## config.mk

```make
export PLATFORM = sky130hd
export DESIGN_NAME = data_address_value_compare_debug
export DESIGN_NICKNAME = d
export VERILOG_FILES = /design/src/dac_dvc_pkg.sv /design/src/data_address_value_compare_debug.sv
export SDC_FILE = /design/constraint.sdc
export NUM_CORES = 1
export LEC_CHECK = 0
export BUFFER_PORTS_ARGS = -buffer_cell sky130_fd_sc_hd__buf_4
export CORE_ASPECT_RATIO = 0.9
export CORE_UTILIZATION = 55
export CTS_CLUSTER_SIZE = 14
export DETAILED_ROUTE_END_ITERATION = 6
export GPL_ROUTABILITY_DRIVEN = 0
export MAX_ROUTING_LAYER = met4
export PLACE_DENSITY = 0.81
export SETUP_SLACK_MARGIN = 0.1
export SLEW_MARGIN = 40
export SYNTH_ARGS = -nofsm -noshare
export SYNTH_HDL_FRONTEND = slang
export SYNTH_SLANG_ARGS = --single-unit
```

## constraint.sdc

```tcl
create_clock -name core_clk -period 3.4 [get_ports core_clk]
set_clock_uncertainty 0.1 [all_clocks]
set_input_delay 0.34 -clock core_clk [delete_from_list [all_inputs] [get_ports core_clk]]
set_output_delay 0.34 -clock core_clk [all_outputs]
set_load 0.005 [all_outputs]
```

## src/dac_dvc_pkg.sv

```systemverilog
// Package with register map, field layout and carrier types of the comparator.
package dac_dvc_pkg;

  // ****************************************************************
  // Register byte addresses.
  // ****************************************************************
  localparam logic [7:0] OFF_CTRL = 8'h00;
  localparam logic [7:0] OFF_STATUS = 8'h04;
  localparam logic [7:0] OFF_ADDR_A = 8'h08;
  localparam logic [7:0] OFF_ADDR_B = 8'h0c;
  localparam logic [7:0] OFF_VALUE_A = 8'h10;
  localparam logic [7:0] OFF_VALUE_B = 8'h14;
  localparam logic [7:0] OFF_MSTATE = 8'h18;

  // ****************************************************************
  // Control register fields.
  // ****************************************************************
  localparam int RD_EN_A_BIT = 0;
  localparam int RD_EN_B_BIT = 1;
  localparam int WR_EN_A_BIT = 2;
  localparam int WR_EN_B_BIT = 3;
  localparam int SIZE_A_LSB = 4;
  localparam int SIZE_B_LSB = 6;
  localparam int RANGE_EN_BIT = 8;
  localparam int RANGE_EXCL_BIT = 9;
  localparam int BE_A_LSB = 10;
  localparam int BE_B_LSB = 14;
  localparam int MODE_A_LSB = 18;
  localparam int MODE_B_LSB = 20;
  localparam logic [31:0] CTRL_WMASK = 32'h003fffff;

  // ****************************************************************
  // Status register fields and machine state field.
  // ****************************************************************
  localparam int RD_HIT_A_BIT = 0;
  localparam int RD_HIT_B_BIT = 1;
  localparam int WR_HIT_A_BIT = 2;
  localparam int WR_HIT_B_BIT = 3;
  localparam int IMPRECISE_BIT = 4;
  localparam int INT_EN_BIT = 0;

  // ****************************************************************
  // Reset values.
  // ****************************************************************
  localparam logic [31:0] RESET_WORD = 32'h00000000;
  localparam logic [4:0] RESET_STATUS = 5'h00;

  // ****************************************************************
  // Compare size and value mode encodings.
  // ****************************************************************
  localparam logic [1:0] SIZE_BYTE = 2'h0;
  localparam logic [1:0] SIZE_HALF = 2'h1;
  localparam logic [1:0] SIZE_WORD = 2'h2;
  localparam logic [1:0] SIZE_LINE = 2'h3;
  localparam logic [1:0] MODE_UNDEF = 2'h0;
  localparam logic [1:0] MODE_AND = 2'h1;
  localparam logic [1:0] MODE_OR = 2'h2;
  localparam logic [1:0] MODE_ANDOR = 2'h3;
  localparam logic [31:0] MASK_HALF = 32'hfffffffe;
  localparam logic [31:0] MASK_WORD = 32'hfffffffc;
  localparam logic [31:0] MASK_LINE = 32'hffffffe0;
  localparam logic [2:0] WORD_BYTES = 3'h4;

  // ****************************************************************
  // Kinds of storage access presented by the core.
  // ****************************************************************
  typedef enum logic [4:0] {
    ACC_LOAD = 5'h00,
    ACC_STORE = 5'h01,
    ACC_STR_LOAD = 5'h02,
    ACC_STR_STORE = 5'h03,
    ACC_DLINE_TOUCH = 5'h04,
    ACC_DLINE_TOUCH_ST = 5'h05,
    ACC_ILINE_INVAL = 5'h06,
    ACC_ILINE_TOUCH = 5'h07,
    ACC_DLINE_ALLOC = 5'h08,
    ACC_DLINE_FLUSH = 5'h09,
    ACC_DLINE_INVAL = 5'h0a,
    ACC_DLINE_STORE = 5'h0b,
    ACC_DLINE_ZERO = 5'h0c,
    ACC_DCLASS_INVAL = 5'h0d,
    ACC_DCACHE_READ = 5'h0e,
    ACC_ICLASS_INVAL = 5'h0f,
    ACC_ICACHE_READ = 5'h10
  } acc_kind_t;

  // Pending-interrupt state.
  typedef enum logic [0:0] {
    PEND_IDLE = 1'b0,
    PEND_WAIT = 1'b1
  } pend_state_t;

  // One storage access as seen by the comparator.
  typedef struct packed {
    logic valid;
    acc_kind_t kind;
    logic [31:0] addr;
    logic [31:0] data;
    logic [6:0] strLen;
    logic splitFirst;
    logic splitSecond;
  } access_t;

  // Event report back to the core.
  typedef struct packed {
    logic debugInt;
    logic stopCore;
    logic [3:0] hitMask;
    logic [2:0] strBytes;
  } event_t;

  // APB request from the master.
  typedef struct packed {
    logic psel;
    logic penable;
    logic pwrite;
    logic [7:0] paddr;
    logic [31:0] pwdata;
  } apb_req_t;

endpackage

```

## src/data_address_value_compare_debug.sv

```systemverilog
// Data address and value compare debug logic with APB register access.
//
// Added by the designer: the APB interface to the registers and the address map.
`timescale 1ns/1ps

module data_address_value_compare_debug (
  input wire logic core_clk,
  input wire logic rst,
  input wire dac_dvc_pkg::apb_req_t apbReq,
  output logic pready,
  output logic [31:0] prdata,
  output logic pslverr,
  input wire dac_dvc_pkg::access_t access,
  output dac_dvc_pkg::event_t eventOut
);

  // ****************************************************************
  // Compare helpers.
  // ****************************************************************
  function automatic logic exactHit(input logic [31:0] ea,
                                    input logic [31:0] cmpAddr,
                                    input logic [1:0] size);
    logic [31:0] mask;
    mask = '1;
    case (size)
      dac_dvc_pkg::SIZE_BYTE: mask = '1;
      dac_dvc_pkg::SIZE_HALF: mask = dac_dvc_pkg::MASK_HALF;
      dac_dvc_pkg::SIZE_WORD: mask = dac_dvc_pkg::MASK_WORD;
      dac_dvc_pkg::SIZE_LINE: mask = dac_dvc_pkg::MASK_LINE;
      default: mask = '1;
    endcase
    return ((ea & mask) == (cmpAddr & mask));
  endfunction

  function automatic logic valueHit(input logic [1:0] mode,
                                    input logic [3:0] be,
                                    input logic [31:0] cmpVal,
                                    input logic [31:0] data);
    logic [3:0] eq;
    logic hit;
    hit = 1'b0;
    for (int i = 0; i < 4; i++) begin
      eq[i] = (cmpVal[31-8*i -: 8] == data[31-8*i -: 8]);
    end
    case (mode)
      dac_dvc_pkg::MODE_AND: hit = &(~be | eq);
      dac_dvc_pkg::MODE_OR: hit = |(be & eq);
      dac_dvc_pkg::MODE_ANDOR: begin
        hit = (be[0] & eq[0] & be[1] & eq[1]) |
              (be[2] & eq[2] & be[3] & eq[3]);
      end
      dac_dvc_pkg::MODE_UNDEF: hit = 1'b0;
      default: hit = 1'b0;
    endcase
    return hit;
  endfunction

  // ****************************************************************
  // Register state.
  // ****************************************************************
  logic [31:0] ctrl;
  logic [31:0] addrA;
  logic [31:0] addrB;
  logic [31:0] valueA;
  logic [31:0] valueB;
  logic intEnable;
  logic [4:0] status;
  logic [31:0] next_ctrl;
  logic [31:0] next_addrA;
  logic [31:0] next_addrB;
  logic [31:0] next_valueA;
  logic [31:0] next_valueB;
  logic next_intEnable;
  logic [4:0] next_status;
  logic [31:0] next_prdata;
  logic next_pslverr;

  // ****************************************************************
  // Control fields.
  // ****************************************************************
  logic rdEnA;
  logic rdEnB;
  logic wrEnA;
  logic wrEnB;
  logic [1:0] sizeA;
  logic [1:0] sizeB;
  logic rangeEn;
  logic rangeExcl;
  logic [3:0] beA;
  logic [3:0] beB;
  logic [1:0] modeA;
  logic [1:0] modeB;

  assign rdEnA = ctrl[dac_dvc_pkg::RD_EN_A_BIT];
  assign rdEnB = ctrl[dac_dvc_pkg::RD_EN_B_BIT];
  assign wrEnA = ctrl[dac_dvc_pkg::WR_EN_A_BIT];
  assign wrEnB = ctrl[dac_dvc_pkg::WR_EN_B_BIT];
  assign sizeA = ctrl[dac_dvc_pkg::SIZE_A_LSB +: 2];
  assign sizeB = ctrl[dac_dvc_pkg::SIZE_B_LSB +: 2];
  assign rangeEn = ctrl[dac_dvc_pkg::RANGE_EN_BIT];
  assign rangeExcl = ctrl[dac_dvc_pkg::RANGE_EXCL_BIT];
  assign beA = ctrl[dac_dvc_pkg::BE_A_LSB +: 4];
  assign beB = ctrl[dac_dvc_pkg::BE_B_LSB +: 4];
  assign modeA = ctrl[dac_dvc_pkg::MODE_A_LSB +: 2];
  assign modeB = ctrl[dac_dvc_pkg::MODE_B_LSB +: 2];

  // ****************************************************************
  // Access classification and address compare.
  // ****************************************************************
  logic isRead;
  logic isWrite;
  logic strOp;
  logic eligible;
  logic [2:0] strBytes;
  logic [2:0] toWordEnd;
  logic stopPending;
  logic next_stopPending;
  logic rangeActive;
  logic rangeHit;
  logic addrHitA;
  logic addrHitB;
  logic chanHitA;
  logic chanHitB;
  logic [3:0] hitMask;
  logic anyEvent;

  always_comb begin
    isRead = 1'b0;
    isWrite = 1'b0;
    strOp = 1'b0;
    case (access.kind)
      dac_dvc_pkg::ACC_LOAD: isRead = 1'b1;
      dac_dvc_pkg::ACC_STORE: isWrite = 1'b1;
      dac_dvc_pkg::ACC_STR_LOAD: begin
        isRead = 1'b1;
        strOp = 1'b1;
      end
      dac_dvc_pkg::ACC_STR_STORE: begin
        isWrite = 1'b1;
        strOp = 1'b1;
      end
      dac_dvc_pkg::ACC_DLINE_TOUCH,
      dac_dvc_pkg::ACC_DLINE_TOUCH_ST,
      dac_dvc_pkg::ACC_ILINE_INVAL,
      dac_dvc_pkg::ACC_ILINE_TOUCH: isRead = 1'b1;
      dac_dvc_pkg::ACC_DLINE_ALLOC,
      dac_dvc_pkg::ACC_DLINE_FLUSH,
      dac_dvc_pkg::ACC_DLINE_INVAL,
      dac_dvc_pkg::ACC_DLINE_STORE,
      dac_dvc_pkg::ACC_DLINE_ZERO: isWrite = 1'b1;
      default: begin
        isRead = 1'b0;
        isWrite = 1'b0;
      end
    endcase
  end

  // A string chunk runs from its address to the end of the aligned word, or for strLen bytes if that is fewer.
  always_comb begin
    toWordEnd = dac_dvc_pkg::WORD_BYTES - {1'b0, access.addr[1:0]};
    if (!strOp) begin
      strBytes = 3'h0;
    end else if (access.strLen < {4'h0, toWordEnd}) begin
      strBytes = access.strLen[2:0];
    end else begin
      strBytes = toWordEnd;
    end
  end

  assign eligible = access.valid &&
                    !(strOp && access.strLen == 7'h00) &&
                    !(access.splitSecond && stopPending);

  always_comb begin
    rangeActive = rangeEn && (rdEnA || rdEnB || wrEnA || wrEnB);
    if (rangeExcl) begin
      rangeHit = (access.addr < addrA) || (access.addr >= addrB);
    end else begin
      rangeHit = (access.addr >= addrA) && (access.addr < addrB);
    end
    if (rangeEn) begin
      addrHitA = rangeActive && rangeHit;
      addrHitB = rangeActive && rangeHit;
    end else begin
      addrHitA = exactHit(access.addr, addrA, sizeA);
      addrHitB = exactHit(access.addr, addrB, sizeB);
    end
    // Each channel's address result gates its value compare; in range mode both share one result.
    chanHitA = addrHitA &&
               ((beA == 4'h0) ||
                valueHit(modeA, beA, valueA, access.data));
    chanHitB = addrHitB &&
               ((beB == 4'h0) ||
                valueHit(modeB, beB, valueB, access.data));
    hitMask[dac_dvc_pkg::RD_HIT_A_BIT] = eligible && isRead &&
                                         rdEnA && chanHitA;
    hitMask[dac_dvc_pkg::RD_HIT_B_BIT] = eligible && isRead &&
                                         rdEnB && chanHitB;
    hitMask[dac_dvc_pkg::WR_HIT_A_BIT] = eligible && isWrite &&
                                         wrEnA && chanHitA;
    hitMask[dac_dvc_pkg::WR_HIT_B_BIT] = eligible && isWrite &&
                                         wrEnB && chanHitB;
    anyEvent = |hitMask;
  end

  // ****************************************************************
  // Split access stop and debug interrupt pending.
  // ****************************************************************
  dac_dvc_pkg::pend_state_t pend;
  dac_dvc_pkg::pend_state_t next_pend;
  dac_dvc_pkg::event_t next_eventOut;

  always_comb begin
    next_stopPending = stopPending;
    if (access.valid && access.splitFirst) begin
      next_stopPending = anyEvent;
    end else if (access.valid && access.splitSecond) begin
      next_stopPending = 1'b0;
    end
    next_pend = pend;
    next_eventOut = '0;
    next_eventOut.hitMask = hitMask;
    next_eventOut.strBytes = strBytes;
    next_eventOut.stopCore = anyEvent && access.splitFirst;
    case (pend)
      dac_dvc_pkg::PEND_IDLE: begin
        if (anyEvent && !intEnable) begin
          next_pend = dac_dvc_pkg::PEND_WAIT;
        end else if (anyEvent) begin
          next_eventOut.debugInt = 1'b1;
        end
      end
      dac_dvc_pkg::PEND_WAIT: begin
        if (intEnable) begin
          next_eventOut.debugInt = 1'b1;
          next_pend = dac_dvc_pkg::PEND_IDLE;
        end
      end
      default: next_pend = dac_dvc_pkg::PEND_IDLE;
    endcase
  end

  // ****************************************************************
  // APB register access.
  // ****************************************************************
  logic setup;
  logic wrAccess;
  logic mapped;

  assign setup = apbReq.psel && !apbReq.penable;
  assign wrAccess = apbReq.psel && apbReq.penable && apbReq.pwrite &&
                    !pslverr;
  assign pready = 1'b1;

  always_comb begin
    case (apbReq.paddr)
      dac_dvc_pkg::OFF_CTRL,
      dac_dvc_pkg::OFF_STATUS,
      dac_dvc_pkg::OFF_ADDR_A,
      dac_dvc_pkg::OFF_ADDR_B,
      dac_dvc_pkg::OFF_VALUE_A,
      dac_dvc_pkg::OFF_VALUE_B,
      dac_dvc_pkg::OFF_MSTATE: mapped = 1'b1;
      default: mapped = 1'b0;
    endcase
  end

  always_comb begin
    next_ctrl = ctrl;
    next_addrA = addrA;
    next_addrB = addrB;
    next_valueA = valueA;
    next_valueB = valueB;
    next_intEnable = intEnable;
    next_status = status;
    next_prdata = prdata;
    next_pslverr = pslverr;
    if (setup) begin
      next_pslverr = !mapped;
      case (apbReq.paddr)
        dac_dvc_pkg::OFF_CTRL: next_prdata = ctrl;
        dac_dvc_pkg::OFF_STATUS: next_prdata = {27'h0, status};
        dac_dvc_pkg::OFF_ADDR_A: next_prdata = addrA;
        dac_dvc_pkg::OFF_ADDR_B: next_prdata = addrB;
        dac_dvc_pkg::OFF_VALUE_A: next_prdata = valueA;
        dac_dvc_pkg::OFF_VALUE_B: next_prdata = valueB;
        dac_dvc_pkg::OFF_MSTATE: next_prdata = {31'h0, intEnable};
        default: next_prdata = 32'h00000000;
      endcase
    end
    if (wrAccess) begin
      case (apbReq.paddr)
        dac_dvc_pkg::OFF_CTRL: begin
          next_ctrl = apbReq.pwdata & dac_dvc_pkg::CTRL_WMASK;
        end
        dac_dvc_pkg::OFF_STATUS: begin
          next_status = status & ~apbReq.pwdata[4:0];
        end
        dac_dvc_pkg::OFF_ADDR_A: next_addrA = apbReq.pwdata;
        dac_dvc_pkg::OFF_ADDR_B: next_addrB = apbReq.pwdata;
        dac_dvc_pkg::OFF_VALUE_A: next_valueA = apbReq.pwdata;
        dac_dvc_pkg::OFF_VALUE_B: next_valueB = apbReq.pwdata;
        dac_dvc_pkg::OFF_MSTATE: begin
          next_intEnable = apbReq.pwdata[dac_dvc_pkg::INT_EN_BIT];
        end
        default: next_ctrl = ctrl;
      endcase
    end
    // Hardware sets win over a clear in the same cycle.
    next_status[3:0] = next_status[3:0] | hitMask;
    if (anyEvent && !intEnable) begin
      next_status[dac_dvc_pkg::IMPRECISE_BIT] = 1'b1;
    end
  end

  // ****************************************************************
  // Registers.
  // ****************************************************************
  always_ff @(posedge core_clk) begin
    if (rst) begin
      ctrl <= dac_dvc_pkg::RESET_WORD;
      addrA <= dac_dvc_pkg::RESET_WORD;
      addrB <= dac_dvc_pkg::RESET_WORD;
      valueA <= dac_dvc_pkg::RESET_WORD;
      valueB <= dac_dvc_pkg::RESET_WORD;
      intEnable <= 1'b0;
      status <= dac_dvc_pkg::RESET_STATUS;
      prdata <= dac_dvc_pkg::RESET_WORD;
      pslverr <= 1'b0;
      stopPending <= 1'b0;
      pend <= dac_dvc_pkg::PEND_IDLE;
      eventOut <= '0;
    end else begin
      ctrl <= next_ctrl;
      addrA <= next_addrA;
      addrB <= next_addrB;
      valueA <= next_valueA;
      valueB <= next_valueB;
      intEnable <= next_intEnable;
      status <= next_status;
      prdata <= next_prdata;
      pslverr <= next_pslverr;
      stopPending <= next_stopPending;
      pend <= next_pend;
      eventOut <= next_eventOut;
    end
  end

endmodule
```

==> results.toml, run 1 <==
[outcome]
run_status = "finished with violations"
violations = "design-rule violations"

[floorplan]
coreArea_mm2 = 0.01928
num_rows = 48
start_util_pct = 56.54
io_pins = 167
chipHeight_um = 135.6
dieArea_mm2 = 0.02039
die_w_um = 150.4

[drt]
drtIter0Drc = 1630
drt-pass1-iter-count = 7
drc = 2
via_per_inst = 6.133
vias = 11140
routed_wl_um = 35050
ant_nets = 0
routedWlPerCell_um = 19.30

[power]
p_total_mw = 4.955
p_leak_nw = 4.548
power_density_mw_per_mm2 = 381.3
vdd_drop_max_v = 0.0003401

[synthesis]
syn_area_mm2 = 0.01090
synth-compound-area-share_pct = 19.15
synth_top_family_by_area = "simple AND/OR/NAND/NOR gates"
synth-simple-area-share_pct = 21.27
synth.mux.area_fraction_pct = 3.065
syn-num-nets = 1613
ys_seq_area_share_pct = 36.73
syn_avg_cell_area_um2 = 7.666
yosys_most_used_dff = "dfxtp_1"
synth_cell_types = 66
yosysTopAreaCell = "dfxtp_1"
ys_ff_latch = 200
synthArstFlopShare_pct = 0
yosysMostFrequentCell = "nand2_1"
synth.area.top_cells = "dfxtp_1 37%, nand2_1 13%, a21oi_1 10%"
netlist_instances = 1422
synthXorXnorAreaFrac_pct = 5.946
yosysWarnings = 0
synthAdderAreaFrac_pct = 7.691
synth_edf_count = 0
netlist.area_leader.share_pct = 36.73
synth_commonest_cells = "365 x nand2_1, 226 x a21oi_1, 200 x dfxtp_1, 79 x inv_1"

[placement]
dp_hpwl_um = 25220
placed_area_mm2 = 0.01237
port_buffers = 165

[setup_path]
start_kind = "register"
path_buf_inv = 1
critPathMaxStageDelay_ns = 0.64
cp_cell_sequence = "inv_1 -> ha_1 -> nand4_1 -> or4_1 -> nor2_1 -> o311ai_1 -> nand3_1 -> o221a_1 -> o211ai_2 -> a311oi_2"
path_class = "register to register"
worst-path-max-fanout = 10
crit_arrival_ns = 3.38
critPathSlowestCell = "or4_1"
cp_top_family = "simple AND/OR/NAND/NOR gates"
cp.required_ns = 3.66
worstSetupEndpointType = "register"

[finish]
syn_to_final_growth_pct = 19.23
design_area_mm2 = 0.01300
final_nets = 1744
antenna_cells = 0
multi_input_area_mm2 = 0.006252
fillers = 1607
drive_above_1_share_pct = 16.41
ff_latch_area_mm2 = 0.004004

[global_route]
grt_pass1_vias = 10010
met1_usage_pct = 46.21
grt_overflow = 0
met3_usage_pct = 6.296
grt_max_degree = 95
met2_usage_pct = 54.43
grt_pass1_wl_um = 53400
busiest_layer = "met2"
grtUsageTotal_pct = 35.18
antenna_found_initial = 0

[worst_hold_path]
hold_class = "primary input to register"

[timing]
rsz0062_at_grt = "no"
hold_viol_final = 0
setup_violations = 0
finalMaxSlewViolations = 0
tightest_slew_ns = 0.8337
fin_crit_ns = 3.115
maxSlewHeadroom_pct = 44.31
setup_tns_ns = 0
clock.fmax_mhz = 321.0
period_share_pct = 91.62

[cts]
cts_max_level = 4
cts_buffers = 17
post-cts-setup-buffers = 0
path_clk_slew_ns = 0.07
cts_buffer_depth = 2
clock_latency_ns = 0.45
hold_buffers = 0
cts_tree = "built"
ctsRootBufferMaster = "clkbuf_16"
clock-sinks = 200

[flow_run]
cap_viol_max_count = 0
## registers in the layout, summed over array words and instances, names as in the netlist
signal       flops
intEnable        1
ctrl            22
eventOut         9
addrA           32
pend             1
pslverr          1
valueA          32
prdata          32
status           5
addrB           32
stopPending      1
valueB          32
## layout by cell type, fill, tap and decap left out, types with 3 or more instances in the layout
master	Yosys	final
mux2i_1	21	21
xnor2_1	68	68
o21ai_0	34	34
bufinv_16	0	3
a2111oi_2	2	3
nand3_1	17	17
a22oi_1	9	9
dfxtp_1	200	200
nand2_1	365	365
mux2_2	9	9
buf_4	3	195
and2_1	7	7
o211ai_1	5	5
and3_1	4	4
a21oi_1	226	226
nand4_1	33	33
ha_1	67	67
a222oi_1	27	27
nor2_1	68	68
inv_1	79	79
nor2b_1	5	5
xor2_1	6	6
or4_1	6	6
o21ai_1	5	5
o2111ai_1	5	5
nand2b_1	6	6
clkbuf_16	0	17
nor3_1	12	11
clkbuf_8	0	3
a221oi_1	5	5
## per-layer routing
metal | up-vias | wire (um) | share of wire, %
met5 | - | 0 | 0
met4 | 0 | 1073 | 3.1
met3 | 108 | 3994 | 11
met2 | 719 | 15940 | 45
met1 | 5150 | 14040 | 40
li1 | 5160 | - | -
## worst paths after layout
kind	start	to	slack, ns	cells after the start
min	access[2]	eventOut[0]	0.04	3
max reg2reg	addrB[30]	eventOut[8]	0.28	10
min reg2reg	addrB[23]	addrB[23]	0.37	2
max	addrB[30]	eventOut[8]	0.28	10
## what timing repair did
action / in CTS / in global routing
hold endpoints to repair: 0 / 0
setup endpoints to repair: 0 / 13
gates resized for setup: 0 / 1
## power by group
part | switching [mW] | leakage [nW] | internal, mW
clock network | 0.932 | 0.297 | 1.22
registers | 0.000993 | 1.61 | 2.34
logic | 0.260 | 2.64 | 0.198
## cells by family (layout without fill, tap and decap cells)
group | count (synthesis) | after routing
AOI/OAI and AO/OA | 346 | 346
adders and majority gates | 67 | 67
other | 1 | 1
buffers and inverters | 165 | 309
and+or+nand+nor | 538 | 538
xor gates and xnor gates | 74 | 74
DFF | 200 | 200
muxes | 31 | 31
## tightest hold or removal path: stages
cell and delay, ns:
buf_4 0.09, mux2i_1 0.05, nor2_1 0.07
## stage by stage
step                      hold WS (ns)  utilization [%]  worst slack [ns]  cells
after detailed placement        0.3639            64.19           0.08985   1784
after CTS                      0.03498            67.38            0.1182   1816
after global placement          0.3554            64.13            0.2392   1784
final                          0.04210            67.41            0.2848   1816
after floorplan                 0.3338                -            0.8604   1422
after global routing           0.05139            67.41            0.1041   1816
## layout make-up
| type | count | share of cell area (%) |
|---|---|---|
| flip-flops and latches | 200 | 30.81 |
| clock inverters | 10 | 1.088 |
| clock buffers | 22 | 3.649 |
| repair buffers | 198 | 11.66 |
| multi-input cells | 1057 | 48.11 |
| well taps | 250 | 2.407 |
| inverters | 79 | 2.282 |
Power figures use the tool's default switching activity.
==> inputs of run 2 (changes only) <==
- BUFFER_PORTS_ARGS: -buffer_cell sky130_fd_sc_hd__buf_4 -> default
- DONT_BUFFER_PORTS: default -> 1
- PLACE_DENSITY: 0.81 -> 0.73
- TNS_END_PERCENT: default -> 5
==> run 2 against run 1 <==
Against the previous run:
- the run now ends clean
- via count decreased by 5.6%
- global-route usage increased by 0.65 points
- non-clock buffer count decreased by 92
- clock power increased by 2%
- fmax about the same
- register-to-register slack about the same
- final cell count decreased by 5.0%
- core utilization decreased by 2.6 points
- sequential share of layout area increased by 1.2 points
==> results.toml, run 2 (same netlist as run 1, synthesis figures left out) <==
[finish]
final_nets = 1652
ff_latch_area_mm2 = 0.004004
layout_commonest_cell = "nand2_1"
multi_input_area_mm2 = 0.006252
fillers = 1680
syn_to_final_growth_pct = 14.70
drive_above_1_share_pct = 6.445
mostFrequentLayoutCells = "365 x nand2_1, 226 x a21oi_1, 200 x dfxtp_1"
stdcell_count = 1725
utilization_pct = 64.86

[drt]
via_per_inst = 6.092
drtIter0Drc = 1234
routedWlPerCell_um = 20.31
drc = 0
routed_wl_um = 35040
ant_nets = 0
drt-pass1-iter-count = 6
vias = 10510

[timing]
tightest_slew_ns = 0.8469
hold_viol_final = 0
whs_ns = 0.01931
period_share_pct = 91.64
maxSlewHeadroom_pct = 43.43
setup_violations = 0
setup_tns_ns = 0
setup_slack_ns = 0.2841
finalMaxSlewViolations = 0
clock.fmax_mhz = 320.9
fin_crit_ns = 3.116
rsz0062_at_grt = "no"

[worst_hold_path]
hp-start = "apbReq[1]"
hold_class = "primary input to register"
hold_end = "status[1]"
holdPathStages = 3

[floorplan]
coreArea_mm2 = 0.01928
dieArea_mm2 = 0.02039
die_w_um = 150.4
start_util_pct = 56.54
num_rows = 48
chipHeight_um = 135.6
io_pins = 167

[global_route]
grt_pass1_wl_um = 54090
grt_max_degree = 160
grt_pass1_vias = 9970
antenna_found_initial = 1
grt_overflow = 0
grtUsageTotal_pct = 35.83

[setup_path]
rr_worst_depth = 10
cp_cell_sequence = "inv_1 -> ha_1 -> nand4_2 -> nor4_1 -> nand2_1 -> o31a_1 -> nand3_1 -> o221a_1 -> o211ai_2 -> a311oi_2"
path_class = "register to register"
critPathMaxStageDelay_ns = 0.57
regToRegSetupSlack_ns = 0.28
start_kind = "register"
critPathSlowestCell = "nor4_1"
crit_arrival_ns = 3.37
cp.required_ns = 3.65
rr_startpoint = "addrB[26]"
r2r_end = "eventOut[8]"
worstSetupEndpointType = "register"
worst-path-max-fanout = 10

[cts]
clock_latency_ns = 0.45
ctsRootBufferMaster = "clkbuf_16"
path_clk_slew_ns = 0.08
cts_buffer_depth = 2
cts_buffers = 17
cts_max_level = 4
clock-sinks = 200
post-cts-setup-buffers = 0
cts_tree = "built"

[power]
p_leak_nw = 4.152
vdd_drop_max_v = 0.0003386
power_density_mw_per_mm2 = 387.0

[placement]
port_buffers = 0
dp_hpwl_um = 24220
dpl.cell_count = 1619
place_ws_ns = 0.2708

[outcome]
run_status = "finished, final reports clean"

[flow_run]
cap_viol_max_count = 0
==> run 2: power breakdown <==
part,internal [mW],total (mW),switching [mW]
logic,0.134,0.309,0.175
clock network,1.20,2.19,0.987
registers,2.34,2.34,0.00143
==> run 2: per-stage QoR <==
| stage | total power [mW] | instance area, um^2 |
|---|---|---|
| final | 4.838 | 12500 |
| after global routing | 4.971 | 12500 |
| after CTS | 4.837 | 12490 |
| after detailed placement | 2.613 | 11110 |
| after global placement | 2.607 | 11110 |
| after floorplan | 2.602 | 10900 |
==> run 2: cell type report <==
type | count | share of cell area, %
Inverter | 79 | 2.372
Tap cell | 250 | 2.502
Antenna cell | 1 | 0.02001
Clock inverter | 14 | 1.501
Sequential cell | 200 | 32.02
Clock buffer | 18 | 3.512
Timing Repair Buffer | 106 | 8.066
Multi-Input combinational cell | 1057 | 50.01
==> run 2: how the worst max path moves through the flow <==
stage	startpoint	to	slack, ns
floorplan	addrB[26]	status[4]	0.86
global placement	addrA[14]	eventOut[8]	0.26
detailed placement	addrA[14]	eventOut[8]	0.27
CTS	addrA[14]	eventOut[8]	0.22
global route	addrB[26]	eventOut[8]	0.12
finish	addrB[26]	eventOut[8]	0.28
==> run 2: routing by layer <==
metal | vias to the layer above | share of wire [%] | global-route usage (%)
met5 | - | 0 | -
met4 | 0 | 2.9 | 12.51
met3 | 77 | 11 | 8.114
met2 | 607 | 45 | 54.81
met1 | 4856 | 41 | 46.28
li1 | 4968 | - | -
==> run 2: worst max-delay path: cells and delay by family (launching register included) <==
| kind | cells | cell delay (ns) |
|---|---|---|
| AOI/OAI and AO/OA | 4 | 1.20 |
| buffers and inverters | 1 | 0.05 |
| DFF | 1 | 0.35 |
| adders and majority gates | 1 | 0.32 |
| and+or+nand+nor | 4 | 0.99 |
==> run 2: timing repair <==
action	4_1_cts	5_1_grt
hold buffers	73	0
hold endpoints to repair	198	0
resized for setup	0	1
setup endpoints to repair	0	2
